==> src/verilog/pac_pkg.sv <==
// constants, register numbers and mode codes for the panel, alarm and configuration controller
package pac_pkg;

    // system clock rate and derived cycles per millisecond
    localparam int CLK_HZ = 250_000_000;
    localparam int MS_PER_S = 1000;
    localparam int MS_CYCLES = CLK_HZ / MS_PER_S;
    localparam int MS_CNT_W = 18;

    // key timing and restart hold-off, in milliseconds
    localparam logic [7:0] REPEAT_MS = 8'hFA;
    localparam logic [11:0] HOLD_MS = 12'hFA0;
    localparam logic [4:0] RESTART_MS = 5'h14;

    // value width and register numbers as shown on the display
    localparam int VAL_W = 10;
    localparam logic [9:0] REG_FW = 10'h065;
    localparam logic [9:0] REG_GRAPH = 10'h066;
    localparam logic [9:0] REG_LATCH = 10'h067;
    localparam logic [9:0] REG_EXTAMP = 10'h068;
    localparam logic [9:0] REG_FIRST = REG_FW;
    localparam logic [9:0] REG_LAST = REG_EXTAMP;

    // limits and defaults
    localparam logic [9:0] AMP_DEF = 10'h064;
    localparam logic [9:0] AMP_MIN = 10'h00A;
    localparam logic [9:0] AMP_MAX = 10'h064;
    localparam logic [9:0] BIT_MIN = 10'h000;
    localparam logic [9:0] BIT_MAX = 10'h001;
    localparam logic [9:0] STEP_SMALL = 10'h001;
    localparam logic [9:0] STEP_BIG = 10'h005;
    localparam logic GRAPH_DEF = 1'b0;
    localparam logic LATCH_DEF = 1'b0;
    localparam logic EXTAMP_DEF = 1'b0;

    // bit positions of the synchronised pin vector
    localparam int PIN_N = 7;
    localparam int PIN_START = 0;
    localparam int PIN_CLR = 1;
    localparam int PIN_OVL = 2;
    localparam int PIN_MENU = 3;
    localparam int PIN_UP = 4;
    localparam int PIN_DOWN = 5;
    localparam int PIN_RESET = 6;

    // front-panel display modes
    typedef enum logic [1:0]
    {
        MODE_AMP = 2'b00,
        MODE_REG = 2'b01,
        MODE_VAL = 2'b10
    } pac_mode_e;

endpackage : pac_pkg

==> src/verilog/pac_key_rpt.sv <==
// press, auto-repeat and long-hold detection for one arrow key
`timescale 1ns/1ns
module pac_key_rpt
    import pac_pkg::*;
(
    input wire logic sys_clk,
    input wire logic rst_n,
    input wire logic key_lvl,
    input wire logic ms_tick,
    output logic step,
    output logic step_big
);

    logic key_prev_r;
    logic [7:0] rep_cnt_r;
    logic [11:0] hold_cnt_r;
    logic rep_due;

    assign rep_due = key_lvl && key_prev_r && ms_tick && (rep_cnt_r == REPEAT_MS - 8'h01);

    // step at the press and then at each repeat interval
    assign step = (key_lvl && !key_prev_r) || rep_due;
    assign step_big = (hold_cnt_r == HOLD_MS);

    // press edge detection
    always_ff @(posedge sys_clk)
    begin
        if (!rst_n)
            key_prev_r <= 1'b0;
        else
            key_prev_r <= key_lvl;
    end

    // repeat interval counter, restarted on release
    always_ff @(posedge sys_clk)
    begin
        if (!rst_n || !key_lvl || !key_prev_r)
            rep_cnt_r <= 8'h00;
        else if (rep_due)
            rep_cnt_r <= 8'h00;
        else if (ms_tick)
            rep_cnt_r <= rep_cnt_r + 8'h01;
    end

    // hold time counter, saturates at the long-hold mark
    always_ff @(posedge sys_clk)
    begin
        if (!rst_n || !key_lvl)
            hold_cnt_r <= 12'h000;
        else if (ms_tick && (hold_cnt_r != HOLD_MS))
            hold_cnt_r <= hold_cnt_r + 12'h001;
    end

    // repeat counter never passes the interval
    rep_bound_a: assert property (@(posedge sys_clk) disable iff (!rst_n)
        rep_cnt_r < REPEAT_MS)
        else $error("repeat counter past interval");

    // release clears the hold time
    hold_clear_a: assert property (@(posedge sys_clk) disable iff (!rst_n)
        !key_lvl |=> (hold_cnt_r == 12'h000) && !step_big)
        else $error("hold time kept after release");

endmodule : pac_key_rpt

==> src/verilog/pac_ctrl.sv <==
// front-panel amplitude, alarm and register menu controller
//
// Behaviour
// - ultrasonic output turns on when the external start input becomes active.
// - output stays on while start is active; off when start drops.
// - after reset the display shows the stored amplitude with percent icon.
// - in amplitude mode each arrow press changes amplitude by one percent.
// - holding an arrow in amplitude mode repeats one percent every 250 ms.
// - after four seconds held the amplitude repeat step becomes five percent.
// - external amplitude control locks amplitude keys and shows three dashes.
// - overload lights the alarm icon and drives the general alarm output.
// - latching alarm holds until panel reset key or external clear input.
// - non-latching alarm clears when start is removed and re-applied.
// - after an alarm clears, output stays off at least 20 ms.
// - register mode shows register 101 first, later the last selected one.
// - arrows step register numbers; menu key shows that value, circle icon.
// - value editing steps by one per press and repeats every 250 ms.
// - after four seconds held the value repeat step becomes five.
// - reset key while editing loads the register default into the buffer.
// - menu key while editing commits the value and returns to amplitude.
// - a one-bit register picks post-weld bar graph: 0 power, 1 frequency.
// - a one-bit register selects latching alarms when 1, default 0.
// - a one-bit register enables external amplitude control when 1, default 0.
`timescale 1ns/1ns
module pac_ctrl
    import pac_pkg::*;
#(
    parameter int MS_CYC = MS_CYCLES,
    parameter logic [9:0] FW_VERSION = 10'h07B // arbitrary value
)
(
    input wire logic sys_clk,
    input wire logic rst_n,
    input wire logic ext_start,
    input wire logic ext_alarm_clear,
    input wire logic overload,
    input wire logic key_menu,
    input wire logic key_up,
    input wire logic key_down,
    input wire logic key_reset,
    output logic us_enable,
    output logic general_alarm,
    output logic alarm_icon,
    output logic pct_icon,
    output logic num_icon,
    output logic circle_icon,
    output logic disp_dashes,
    output logic [9:0] disp_value,
    output logic graph_freq_sel,
    output logic ext_amp_enable
);

    logic [PIN_N-1:0] pin_meta_r;
    logic [PIN_N-1:0] pin_sync_r;
    logic [PIN_N-1:0] pin_prev_r;
    logic start_s;
    logic clr_s;
    logic ovl_s;
    logic menu_press;
    logic reset_press;
    logic start_rise;
    logic [MS_CNT_W-1:0] ms_cnt_r;
    logic ms_tick;
    logic up_step;
    logic up_big;
    logic dn_step;
    logic dn_big;
    logic step_any;
    logic step_up;
    logic step_big;
    pac_mode_e mode_r;
    logic [9:0] amp_r;
    logic [9:0] sel_r;
    logic [9:0] edit_r;
    logic graph_r;
    logic latch_r;
    logic extamp_r;
    logic alarm_r;
    logic alarm_clear;
    logic hold_act_r;
    logic [4:0] hold_cnt_r;
    logic us_on_r;
    logic [9:0] sel_val;
    logic [9:0] sel_lo;
    logic [9:0] sel_hi;
    logic [9:0] sel_def;
    logic sel_rw;
    logic [9:0] disp_r;
    logic dash_r;

    // step a value by one or five, clamped to its limits
    function automatic logic [9:0] clamp_step(input logic [9:0] v, input logic up, input logic big,
                                              input logic [9:0] lo, input logic [9:0] hi);
        logic [10:0] d;
        logic [10:0] s;
        d = big ? {1'b0, STEP_BIG} : {1'b0, STEP_SMALL};
        s = 11'h000;
        if (up)
        begin
            s = {1'b0, v} + d;
            clamp_step = (s > {1'b0, hi}) ? hi : s[9:0];
        end
        else
        begin
            s = {1'b0, lo} + d;
            clamp_step = ({1'b0, v} < s) ? lo : v - d[9:0];
        end
    endfunction : clamp_step

    // two-flop synchronisers for every pin input
    always_ff @(posedge sys_clk)
    begin
        if (!rst_n)
        begin
            pin_meta_r <= '0;
            pin_sync_r <= '0;
            pin_prev_r <= '0;
        end
        else
        begin
            pin_meta_r <= {key_reset, key_down, key_up, key_menu, overload, ext_alarm_clear, ext_start};
            pin_sync_r <= pin_meta_r;
            pin_prev_r <= pin_sync_r;
        end
    end

    // synchronised levels and press edges
    assign start_s = pin_sync_r[PIN_START];
    assign clr_s = pin_sync_r[PIN_CLR];
    assign ovl_s = pin_sync_r[PIN_OVL];
    assign menu_press = pin_sync_r[PIN_MENU] && !pin_prev_r[PIN_MENU];
    assign reset_press = pin_sync_r[PIN_RESET] && !pin_prev_r[PIN_RESET];
    assign start_rise = start_s && !pin_prev_r[PIN_START];

    // millisecond enable divider
    always_ff @(posedge sys_clk)
    begin
        if (!rst_n || ms_tick)
            ms_cnt_r <= '0;
        else
            ms_cnt_r <= ms_cnt_r + 18'h00001;
    end
    assign ms_tick = (ms_cnt_r == MS_CNT_W'(MS_CYC - 1));

    // one repeat engine per arrow key
    pac_key_rpt u_rpt_up
    (
        .sys_clk(sys_clk),
        .rst_n(rst_n),
        .key_lvl(pin_sync_r[PIN_UP]),
        .ms_tick(ms_tick),
        .step(up_step),
        .step_big(up_big)
    );

    pac_key_rpt u_rpt_dn
    (
        .sys_clk(sys_clk),
        .rst_n(rst_n),
        .key_lvl(pin_sync_r[PIN_DOWN]),
        .ms_tick(ms_tick),
        .step(dn_step),
        .step_big(dn_big)
    );

    // up wins when both arrows step together
    assign step_any = up_step || dn_step;
    assign step_up = up_step;
    assign step_big = up_step ? up_big : dn_big;

    // limits, default and current value of the selected register
    always_comb
    begin
        sel_val = {9'h000, graph_r};
        sel_lo = BIT_MIN;
        sel_hi = BIT_MAX;
        sel_def = BIT_MIN;
        sel_rw = 1'b1;
        unique case (sel_r)
            REG_FW:
            begin
                sel_val = FW_VERSION;
                sel_lo = FW_VERSION;
                sel_hi = FW_VERSION;
                sel_def = FW_VERSION;
                sel_rw = 1'b0;
            end
            REG_GRAPH: sel_val = {9'h000, graph_r};
            REG_LATCH: sel_val = {9'h000, latch_r};
            REG_EXTAMP: sel_val = {9'h000, extamp_r};
            default: sel_val = {9'h000, graph_r};
        endcase
    end

    // menu mode sequencing
    always_ff @(posedge sys_clk)
    begin
        if (!rst_n)
            mode_r <= MODE_AMP;
        else if (menu_press)
        begin
            unique case (mode_r)
                MODE_AMP: mode_r <= MODE_REG;
                MODE_REG: mode_r <= MODE_VAL;
                MODE_VAL: mode_r <= MODE_AMP;
                default: mode_r <= MODE_AMP;
            endcase
        end
    end

    // amplitude setting from the arrow keys
    always_ff @(posedge sys_clk)
    begin
        if (!rst_n)
            amp_r <= AMP_DEF;
        else if ((mode_r == MODE_AMP) && !extamp_r && step_any && !menu_press)
            amp_r <= clamp_step(amp_r, step_up, step_big, AMP_MIN, AMP_MAX);
    end

    // register selection, kept across visits
    always_ff @(posedge sys_clk)
    begin
        if (!rst_n)
            sel_r <= REG_FIRST;
        else if ((mode_r == MODE_REG) && step_any && !menu_press)
            sel_r <= clamp_step(sel_r, step_up, 1'b0, REG_FIRST, REG_LAST);
    end

    // edit buffer: load, step and default
    always_ff @(posedge sys_clk)
    begin
        if (!rst_n)
            edit_r <= BIT_MIN;
        else if ((mode_r == MODE_REG) && menu_press)
            edit_r <= sel_val;
        else if ((mode_r == MODE_VAL) && reset_press)
            edit_r <= sel_def;
        else if ((mode_r == MODE_VAL) && step_any && !menu_press)
            edit_r <= clamp_step(edit_r, step_up, step_big, sel_lo, sel_hi);
    end

    // configuration bits, written on commit
    always_ff @(posedge sys_clk)
    begin
        if (!rst_n)
        begin
            graph_r <= GRAPH_DEF;
            latch_r <= LATCH_DEF;
            extamp_r <= EXTAMP_DEF;
        end
        else if ((mode_r == MODE_VAL) && menu_press && sel_rw)
        begin
            if (sel_r == REG_GRAPH)
                graph_r <= edit_r[0];
            if (sel_r == REG_LATCH)
                latch_r <= edit_r[0];
            if (sel_r == REG_EXTAMP)
                extamp_r <= edit_r[0];
        end
    end

    // alarm clear source depends on latching mode
    assign alarm_clear = latch_r ? (reset_press || clr_s) : start_rise;

    // overload alarm, set wins over clear
    always_ff @(posedge sys_clk)
    begin
        if (!rst_n)
            alarm_r <= 1'b0;
        else if (ovl_s)
            alarm_r <= 1'b1;
        else if (alarm_clear)
            alarm_r <= 1'b0;
    end

    // restart hold-off after an alarm clears
    always_ff @(posedge sys_clk)
    begin
        if (!rst_n)
        begin
            hold_act_r <= 1'b0;
            hold_cnt_r <= 5'h00;
        end
        else if (alarm_r && !ovl_s && alarm_clear)
        begin
            hold_act_r <= 1'b1;
            hold_cnt_r <= 5'h00;
        end
        else if (hold_act_r && ms_tick)
        begin
            if (hold_cnt_r == RESTART_MS)
                hold_act_r <= 1'b0;
            else
                hold_cnt_r <= hold_cnt_r + 5'h01;
        end
    end

    // ultrasonic gate follows the start level
    always_ff @(posedge sys_clk)
    begin
        if (!rst_n)
            us_on_r <= 1'b0;
        else
            us_on_r <= start_s && !alarm_r && !hold_act_r && !ovl_s;
    end

    // display value register
    always_ff @(posedge sys_clk)
    begin
        if (!rst_n)
        begin
            disp_r <= AMP_DEF;
            dash_r <= 1'b0;
        end
        else
        begin
            unique case (mode_r)
                MODE_AMP: disp_r <= amp_r;
                MODE_REG: disp_r <= sel_r;
                MODE_VAL: disp_r <= edit_r;
                default: disp_r <= amp_r;
            endcase
            dash_r <= (mode_r == MODE_AMP) && extamp_r;
        end
    end

    // outputs
    assign us_enable = us_on_r;
    assign general_alarm = alarm_r;
    assign alarm_icon = alarm_r;
    assign pct_icon = (mode_r == MODE_AMP);
    assign num_icon = (mode_r == MODE_REG);
    assign circle_icon = (mode_r == MODE_VAL);
    assign disp_dashes = dash_r;
    assign disp_value = disp_r;
    assign graph_freq_sel = graph_r;
    assign ext_amp_enable = extamp_r;

    // output follows start when nothing blocks it
    us_start_a: assert property (@(posedge sys_clk) disable iff (!rst_n)
        start_s && !alarm_r && !hold_act_r && !ovl_s |=> us_enable)
        else $error("output not started");

    // start drop turns output off next edge
    us_stop_a: assert property (@(posedge sys_clk) disable iff (!rst_n)
        !start_s |=> !us_enable)
        else $error("output on without start");

    // amplitude shown with percent icon after reset
    reset_disp_a: assert property (@(posedge sys_clk) disable iff (!rst_n)
        $rose(rst_n) |-> pct_icon && (disp_value == AMP_DEF) && (amp_r == AMP_DEF))
        else $error("reset display wrong");

    // single press steps amplitude by one
    amp_step_a: assert property (@(posedge sys_clk) disable iff (!rst_n)
        (mode_r == MODE_AMP) && !extamp_r && up_step && !up_big && !menu_press && (amp_r < AMP_MAX)
        |=> amp_r == $past(amp_r) + STEP_SMALL)
        else $error("amplitude step not one");

    // long hold steps amplitude by five down
    amp_big_a: assert property (@(posedge sys_clk) disable iff (!rst_n)
        (mode_r == MODE_AMP) && !extamp_r && dn_step && !up_step && dn_big && !menu_press
        && (amp_r >= AMP_MIN + STEP_BIG) |=> amp_r == $past(amp_r) - STEP_BIG)
        else $error("amplitude long step not five");

    // external control freezes amplitude and shows dashes
    ext_lock_a: assert property (@(posedge sys_clk) disable iff (!rst_n)
        extamp_r && (mode_r == MODE_AMP) |=> $stable(amp_r) && disp_dashes)
        else $error("amplitude not locked");

    // overload raises both alarm outputs
    alarm_out_a: assert property (@(posedge sys_clk) disable iff (!rst_n)
        ovl_s |=> general_alarm && alarm_icon && !us_enable)
        else $error("alarm not raised");

    // latched alarm waits for a clear
    latch_hold_a: assert property (@(posedge sys_clk) disable iff (!rst_n)
        alarm_r && latch_r && !reset_press && !clr_s |=> alarm_r)
        else $error("latched alarm dropped");

    // non-latching alarm ignores the reset key
    nolatch_hold_a: assert property (@(posedge sys_clk) disable iff (!rst_n)
        alarm_r && !latch_r && !start_rise |=> alarm_r)
        else $error("non-latching alarm dropped");

    // no restart right after an alarm clears
    restart_wait_a: assert property (@(posedge sys_clk) disable iff (!rst_n)
        $fell(alarm_r) |-> !us_enable [*8])
        else $error("restart inside hold-off");

    // commit returns to amplitude display
    menu_commit_a: assert property (@(posedge sys_clk) disable iff (!rst_n)
        (mode_r == MODE_VAL) && menu_press |=> pct_icon ##1 (disp_value == amp_r))
        else $error("commit did not return");

    // amplitude always inside its limits
    amp_range_a: assert property (@(posedge sys_clk) disable iff (!rst_n)
        (amp_r >= AMP_MIN) && (amp_r <= AMP_MAX) && (sel_r >= REG_FIRST) && (sel_r <= REG_LAST))
        else $error("value outside limits");

endmodule : pac_ctrl

==> config.mk <==
export PLATFORM = sky130hd
export DESIGN_NAME = pac_ctrl
export DESIGN_NICKNAME = d
export VERILOG_FILES = /design/src/verilog/pac_pkg.sv /design/src/verilog/pac_key_rpt.sv /design/src/verilog/pac_ctrl.sv
export SDC_FILE = /design/constraint.sdc
export NUM_CORES = 1
export LEC_CHECK = 0
export ABC_AREA = 0
export BUFFER_PORTS_ARGS = -buffer_cell sky130_fd_sc_hd__buf_2
export CAP_MARGIN = 30
export CORE_MARGIN = 4
export CORE_UTILIZATION = 56
export DETAILED_ROUTE_END_ITERATION = 10
export GPL_ROUTABILITY_DRIVEN = 1
export GPL_TIMING_DRIVEN = 1
export PLACE_DENSITY = 0.84
export SLEW_MARGIN = 10
export SYNTH_ARGS = -nofsm -noshare
export SYNTH_HDL_FRONTEND = slang
export SYNTH_HIERARCHICAL = 1
export SYNTH_SLANG_ARGS = --single-unit
==> constraint.sdc <==
create_clock -name sys_clk -period 4.8 [get_ports sys_clk]
set_clock_uncertainty 0.2 [all_clocks]
set_input_delay 0.48 -clock sys_clk [delete_from_list [all_inputs] [get_ports sys_clk]]
set_output_delay 0.48 -clock sys_clk [all_outputs]
set_load 0.02 [all_outputs]
==> results of run 1 <==
-- layer usage --
| layer | up-vias | part of all wire |
|---|---|---|
| met4 | 0 | 0.024 |
| met5 | - | 0 |
| met1 | 3247 | 0.44 |
| li1 | 3365 | - |
| met3 | 51 | 0.071 |
| met2 | 278 | 0.47 |
-- kinds of logic (layout without fill, tap and decap cells) --
kind of cell / count (synthesis) / after routing / share of synthesized area
AO/OA/AOI/OAI: 213 / 213 / 0.1938
AND/OR/NAND/NOR: 385 / 385 / 0.2713
XOR/XNOR: 43 / 43 / 0.05012
adder cells (fa/ha/maj): 40 / 40 / 0.06661
multiplexers: 18 / 18 / 0.02415
flip-flops: 131 / 131 / 0.3490
buffers and inverters: 85 / 119 / 0.04496
-- power by group through the flow --
stage | registers, mW | logic (mW) | clock network [mW]
6_report | 1.15 | 0.219 | 1.33
3_5_place_dp | 1.17 | 0.212 | 0
4_1_cts | 1.15 | 0.213 | 1.34
5_1_grt | 1.15 | 0.244 | 1.39
2_1_floorplan | 1.16 | 0.169 | 0
3_3_place_gp | 1.17 | 0.208 | 0
-- synth_stat cells, types with 20 or more instances --
cell      instances  area share
dfxtp_1         131        0.35
nand3_1          26       0.017
a21oi_1          47       0.031
xor2_1           26       0.030
nor3_1           22       0.015
o21ai_0          49       0.033
nand4_1          31       0.026
a211oi_1         20       0.020
and2_1           22       0.018
or3_1            20       0.017
ha_1             40       0.067
nand2_1          87       0.043
nor2_1           85       0.042
inv_1            40       0.020
clkbuf_1         29       0.014
-- cell usage in the layout (no fill, tap or decap), drive strengths merged, types with 7 or more instances in the layout --
cell | Yosys | routed
o31a | 7 | 7
ha | 40 | 40
inv | 42 | 43
clkbuf | 30 | 21
buf | 13 | 45
nor4 | 14 | 14
and2 | 22 | 22
mux2i | 17 | 17
nand2 | 87 | 87
and3 | 11 | 11
nand4 | 33 | 33
a21o | 7 | 7
o21ai | 49 | 49
dfxtp | 131 | 131
nor2 | 86 | 86
nand2b | 16 | 16
a211oi | 21 | 21
a22oi | 12 | 12
xor2 | 26 | 26
nor3 | 22 | 22
nand3 | 26 | 26
o21a | 7 | 7
nor2b | 11 | 11
or3 | 23 | 23
xnor2 | 17 | 17
a21oi | 47 | 47
o31ai | 10 | 10
-- critical path, stage by stage, from the launching register on --
cell and delay, ps:
dfxtp_1 330, nor4bb_4 270, nand3_1 170, inv_1 90
nand4_1 170, inv_2 110, nand3b_1 130, o31ai_1 270
and2_4 210, mux2i_4 290, ha_4 260, nand3b_1 190
nor2b_4 170, nor2_1 120, xor2_1 250, ha_1 280
nand2_1 60, o21a_1 160, o221a_4 240, nand2_1 80
a211oi_1 390, a221o_1 230
-- final cells by class --
class / instances / area [µm²]
Inverter: 42 / 157.7
Timing Repair Buffer: 45 / 270.3
Clock buffer: 21 / 450.4
Tap cell: 176 / 220.2
Fill cell: 1039 / 4677
Multi-Input combinational cell: 699 / 4638
Sequential cell: 131 / 2623
Clock inverter: 11 / 153.9
-- through the flow --
stage | cells | setup slack (ps) | hold slack [ps] | TNS [ps]
global route | 1125 | -143.6 | 61.94 | -553.2
floorplan | 915 | 33.75 | 211.9 | 0
finish | 1125 | 69.16 | 58.38 | 0
CTS | 1118 | 19.63 | 50.61 | 0
global placement | 1085 | 111.4 | 215.8 | 0
detailed placement | 1085 | -65.85 | 219.3 | -65.85
-- state kept, by name, indices dropped and copies added, names as in the netlist, 2 cells and up --
| name | flops |
|---|---|
| amp_r | 10 |
| disp_value | 10 |
| edit_r | 10 |
| hold_cnt_r | 5 |
| mode_r | 2 |
| ms_cnt_r | 18 |
| pin_meta_r | 7 |
| pin_prev_r | 3 |
| pin_sync_r | 7 |
| sel_r | 10 |
| u_rpt_dn/hold_cnt_r | 12 |
| u_rpt_dn/rep_cnt_r | 8 |
| u_rpt_up/hold_cnt_r | 12 |
| u_rpt_up/rep_cnt_r | 8 |
-- what timing repair did --
action	4_1_cts	5_1_grt
setup endpoints to repair	7	7
gates resized for setup	2	12
gates cloned	0	0
buffers inserted	1	7
pin swaps	0	13
-- how the worst max path moves through the flow --
stage                     depth (start not counted)  slack, ps                    start                endpoint
after floorplan                                  21         30   ms_cnt_r[0]$_SDFF_PP0_  edit_r[6]$_SDFFE_PN0P_
after global placement                           20        110  ms_cnt_r[17]$_SDFF_PP0_  edit_r[6]$_SDFFE_PN0P_
after detailed placement                         20        -70  ms_cnt_r[17]$_SDFF_PP0_  edit_r[6]$_SDFFE_PN0P_
after CTS                                        20         20  ms_cnt_r[17]$_SDFF_PP0_  edit_r[6]$_SDFFE_PN0P_
after global routing                             20       -140   ms_cnt_r[8]$_SDFF_PP0_  edit_r[5]$_SDFFE_PN0P_
final                                            21         70   ms_cnt_r[8]$_SDFF_PP0_  edit_r[6]$_SDFFE_PN0P_
==> impl_metrics.env, run 1 <==
export IMPL_drv_cap=0
export IMPL_p_seq_frac=0.426
export IMPL_r2r_end="edit_r[6]$_SDFFE_PN0P_"
export IMPL_synth_async_sr_flop_share=0
export IMPL_postRouteWirelength_mm=18.52
export IMPL_max_slew_worst_pin_slew_ps=805.5
export IMPL_layout_cell_area_non_filler_um2=8513
export IMPL_cts_buffers_inserted=17
export IMPL_cp_start_kind="flop"
export IMPL_result_of_the_run="finished clean"
export IMPL_final_period_util=0.9856
export IMPL_yosysSeqAreaShare=0.3490
export IMPL_synth_edf_count=0
export IMPL_numPortBuffers=27
export IMPL_power_internal_mw=2.032
export IMPL_hold_path_class="input port to flop"
export IMPL_placeableCoreArea_um2=13190
export IMPL_finalHoldViolCount=0
export IMPL_postRouteAntennaNets=0
export IMPL_vias=6941
export IMPL_p_r_area_growth_vs_syn_pct=13.31
export IMPL_timing_final_setup_violations=0
export IMPL_grtUsageMet3=0.06403
export IMPL_wl_per_cell_um=16.46
export IMPL_n_antenna_cell=0
export IMPL_worstSkewPairLatency_ps=420
export IMPL_yosys_warnings=6
export IMPL_power_per_cell_area_nw_per_um2=316.4
export IMPL_worst_r2r_setup_slack_ps=70
export IMPL_critical_path_max_fanout=5
export IMPL_grt_antenna_before_repair=0
export IMPL_htree_levels=4
export IMPL_maxClockFrequency_ghz=0.2114
export IMPL_yosysUniqueCellTypes=78
export IMPL_utilization=0.6454
export IMPL_critPathArrivalTime_ps=4900
export IMPL_globalRouteTotalUtil=0.2428
export IMPL_slew_limit_headroom=0.4630
export IMPL_synthFlopType="dfxtp_1"
export IMPL_cts_root_buf="clkbuf_16"
export IMPL_grt_ovfl_total=0
export IMPL_netSwitchingPower_uw=661.5
export IMPL_wire_length_of_the_first_global_routing_pass_mm=29.85
export IMPL_initial_utilization=0.5696
export IMPL_avg_vias_per_cell=6.170
export IMPL_area_of_the_die_um2=15330
export IMPL_hold_path_startpoint="ext_start"
export IMPL_period_minus_slack_ps=4731
export IMPL_detailed_place_hpwl_mm=12.43
export IMPL_clock_path_buffers=2
export IMPL_drive_above_1_share=0.1170
export IMPL_initialDrtViolationCount=682
export IMPL_synth_net_count=964
export IMPL_min_to="pin_meta_r[0]$_SDFF_PN0_"
export IMPL_firstDrtPassIters=8
export IMPL_timing_max_transition_violations_final=0
export IMPL_busiest_layer="met2"
export IMPL_fin_nets=985
export IMPL_timing_rr_start="ms_cnt_r[8]$_SDFF_PP0_"
export IMPL_placementRows=42
export IMPL_gr_usage_met2=0.3843
export IMPL_gp_congestion=0.9236
export IMPL_netlist_instances=915
export IMPL_r2r_worst_path_cells=21
export IMPL_drc=0
export IMPL_fp_dieH_um=123.8
export IMPL_clkTransAtPathRegs_ps=60
export IMPL_clock_power_share=0.492
export IMPL_synth_seq_cells=131
export IMPL_grtUsageMet1=0.3157
export IMPL_number_of_top_level_pins=28
export IMPL_vdd_ir_drop_max_mv=0.2686
export IMPL_sink_count_of_the_clock_tree=131
export IMPL_cts_hold_repair_buffers=0
export IMPL_maximum_number_of_pins_on_one_net_before_global_route_repair=44
export IMPL_mapped_cell_area_um2=7513
export IMPL_pwr_share_comb=0.081
export IMPL_design_power_total_mw=2.694
export IMPL_holdPathStages=2
export IMPL_via_count_of_the_first_global_routing_pass=6298
export IMPL_post_dp_cell_area_um2=7776
export IMPL_required_ps=4970
export IMPL_p_leak_nw=3.173
export IMPL_die_w_um=123.8
export IMPL_syn_area_per_cell_um2=8.211
export IMPL_setup_worst_path_class="flop to flop"
export IMPL_endpoint_type_of_the_worst_setup_path="flop"
export IMPL_tritoncts="yes"
export IMPL_power_switching_fraction=0.2455
Note: power is estimated with default switching activity, not from simulation.
==> run 2: changes to the inputs <==
Settings changed: CORE_UTILIZATION 56 to 65, PLACE_DENSITY 0.84 to 0.91.
Clock period 4.8 ns to 5.8 ns, I/O delays scaled along.
==> run 2 against run 1 <==
  * Sequential share of layout area grew 0.85 points
  * Fmax shrank 14%
  * Worst hold slack gained 100 ps
  * Critical path type unchanged
  * Critical endpoint unchanged
  * Largest cell class unchanged
==> impl_metrics.env, run 2 (synthesis gave the netlist of run 1 again) <==
export IMPL_initialDrtViolationCount=929
export IMPL_avg_vias_per_cell=6.593
export IMPL_grt_antenna_before_repair=0
export IMPL_holdPathStages=2
export IMPL_maxClockFrequency_ghz=0.1814
export IMPL_p_r_area_growth_vs_syn_pct=10.26
export IMPL_clkTransAtPathRegs_ps=60
export IMPL_final_period_util=0.9503
export IMPL_wire_length_of_the_first_global_routing_pass_mm=31.18
export IMPL_vdd_ir_drop_max_mv=0.3318
export IMPL_tritoncts="yes"
export IMPL_postRouteAntennaNets=0
export IMPL_design_power_total_mw=2.203
export IMPL_clock_path_buffers=2
export IMPL_p_leak_nw=3.083
export IMPL_result_of_the_run="finished clean"
export IMPL_die_w_um=115.5
export IMPL_placementRows=38
export IMPL_r2r_worst_path_cells=20
export IMPL_power_per_cell_area_nw_per_um2=265.9
export IMPL_vias=7087
export IMPL_endpoint_type_of_the_worst_setup_path="flop"
export IMPL_setup_tns_ps=0
export IMPL_hold_path_class="input port to flop"
export IMPL_firstDrtPassIters=6
export IMPL_fp_dieH_um=115.5
export IMPL_cts_buffers_inserted=17
export IMPL_worstSkewPairLatency_ps=420
export IMPL_largest_register_ffs=18
export IMPL_cts_setup_buffers=0
export IMPL_initial_utilization=0.6782
export IMPL_maximum_number_of_pins_on_one_net_before_global_route_repair=44
export IMPL_via_count_of_the_first_global_routing_pass=6573
export IMPL_gp_congestion=0.9647
export IMPL_drc=0
export IMPL_mostFrequentLayoutCells="dfxtp_1, nand2_1, nor2_1"
export IMPL_n_antenna_cell=0
export IMPL_drive_above_1_share=0.09412
export IMPL_biggestRegsByFlops="ms_cnt_r (18), u_rpt_dn/hold_cnt_r (12), u_rpt_up/hold_cnt_r (12)"
export IMPL_cts_resized=0
export IMPL_period_minus_slack_ps=5512
export IMPL_cts_root_buf="clkbuf_16"
export IMPL_hold_path_startpoint="overload"
export IMPL_fill_cells=816
export IMPL_cp_start_kind="flop"
export IMPL_globalRouteTotalUtil=0.2879
export IMPL_postRouteWirelength_mm=18.75
export IMPL_area_of_the_die_um2=13340
export IMPL_placeableCoreArea_um2=11080
export IMPL_numPortBuffers=27
export IMPL_timing_rr_start="ms_cnt_r[7]$_SDFF_PP0_"
export IMPL_fin_nets=971
export IMPL_seqCellArea_um2=2623
export IMPL_drv_cap=0
export IMPL_layout_cell_area_non_filler_um2=8284
export IMPL_worst_r2r_setup_slack_ps=290
export IMPL_critical_path_max_fanout=6
export IMPL_timing_final_setup_violations=0
export IMPL_multiInputGateArea_um2=4557
export IMPL_finalHoldViolCount=0
export IMPL_htree_levels=4
export IMPL_post_dp_cell_area_um2=7694
export IMPL_cts_hold_repair_buffers=0
export IMPL_layout_commonest_cell="dfxtp_1"
export IMPL_unrepaired_setup_endpoints_after_global_routing="false"
export IMPL_setup_worst_path_class="flop to flop"
export IMPL_detailed_place_hpwl_mm=12.26
export IMPL_slew_limit_headroom=0.4569
export IMPL_min_to="pin_meta_r[2]$_SDFF_PN0_"
export IMPL_required_ps=5910
export IMPL_number_of_top_level_pins=28
export IMPL_grt_ovfl_total=0
export IMPL_sink_count_of_the_clock_tree=131
export IMPL_wl_per_cell_um=17.44
export IMPL_registers_top_by_ff_count="ms_cnt_r"
export IMPL_r2r_end="edit_r[6]$_SDFFE_PN0P_"
export IMPL_critPathArrivalTime_ps=5620
export IMPL_timing_max_transition_violations_final=0
export IMPL_max_slew_worst_pin_slew_ps=814.6
==> run 2: cell type report <==
class / count / share of cell area
clock inverter: 12 / 0.01571
multi-input combinational: 699 / 0.5501
timing repair buffer: 31 / 0.02235
sequential: 131 / 0.3166
clock buffer: 20 / 0.05513
inverter: 42 / 0.01903
tap: 140 / 0.02114
==> run 2: per-layer routing <==
metal / vias to the layer above / track usage / routed length, µm
met4: 0 / 0.1322 / 583
met3: 75 / 0.07415 / 1731
met5: - / 0 / 0
met2: 383 / 0.4572 / 8505
met1: 3274 / 0.3685 / 7925
li1: 3355 / - / -
==> run 2: how the worst max path moves through the flow <==
stage	startpoint	end	slack, ps	cells past startpoint
2_1_floorplan	ms_cnt_r[0]$_SDFF_PP0_	edit_r[6]$_SDFFE_PN0P_	640	21
3_3_place_gp	ms_cnt_r[7]$_SDFF_PP0_	edit_r[6]$_SDFFE_PN0P_	1030	20
3_5_place_dp	ms_cnt_r[7]$_SDFF_PP0_	edit_r[6]$_SDFFE_PN0P_	700	20
4_1_cts	ms_cnt_r[8]$_SDFF_PP0_	edit_r[6]$_SDFFE_PN0P_	360	20
5_1_grt	ms_cnt_r[7]$_SDFF_PP0_	edit_r[6]$_SDFFE_PN0P_	20	20
6_report	ms_cnt_r[7]$_SDFF_PP0_	edit_r[6]$_SDFFE_PN0P_	290	20
==> run 2: worst max-delay path: stages, from the launching register on <==
cell and delay, ps:
dfxtp_1 410, nor4bb_1 260, nand3_1 190, inv_1 110, nand4_1 190, inv_1 140
nand3b_1 150, o31ai_1 330, and2_1 250, mux2i_2 350, ha_1 380, nand3b_1 270
nor2b_1 220, nor2_1 140, xor2_1 90, ha_1 320, nand4_1 160, nor2_1 240
o221ai_1 260, or3_1 420, a221o_1 340
==> run 2: per-stage QoR <==
step / setup WS, ps / util / hold WS [ps] / cells
4_1_cts: 357.8 / 0.7475 / 154.5 / 1075
2_1_floorplan: 643.6 / - / 211.9 / 915
3_5_place_dp: 697.7 / 0.6945 / 216.9 / 1043
6_report: 288.1 / 0.7478 / 159.6 / 1075
3_3_place_gp: 1025 / 0.6920 / 217.8 / 1042
5_1_grt: 22.88 / 0.7478 / 159.1 / 1075
==> run 2: power breakdown <==
group / switching, mW / total [mW] / leakage [nW] / internal [mW]
sequential: 0.0287 / 0.951 / 1.06 / 0.922
combinational: 0.115 / 0.185 / 1.75 / 0.0701
clock: 0.412 / 1.07 / 0.275 / 0.654
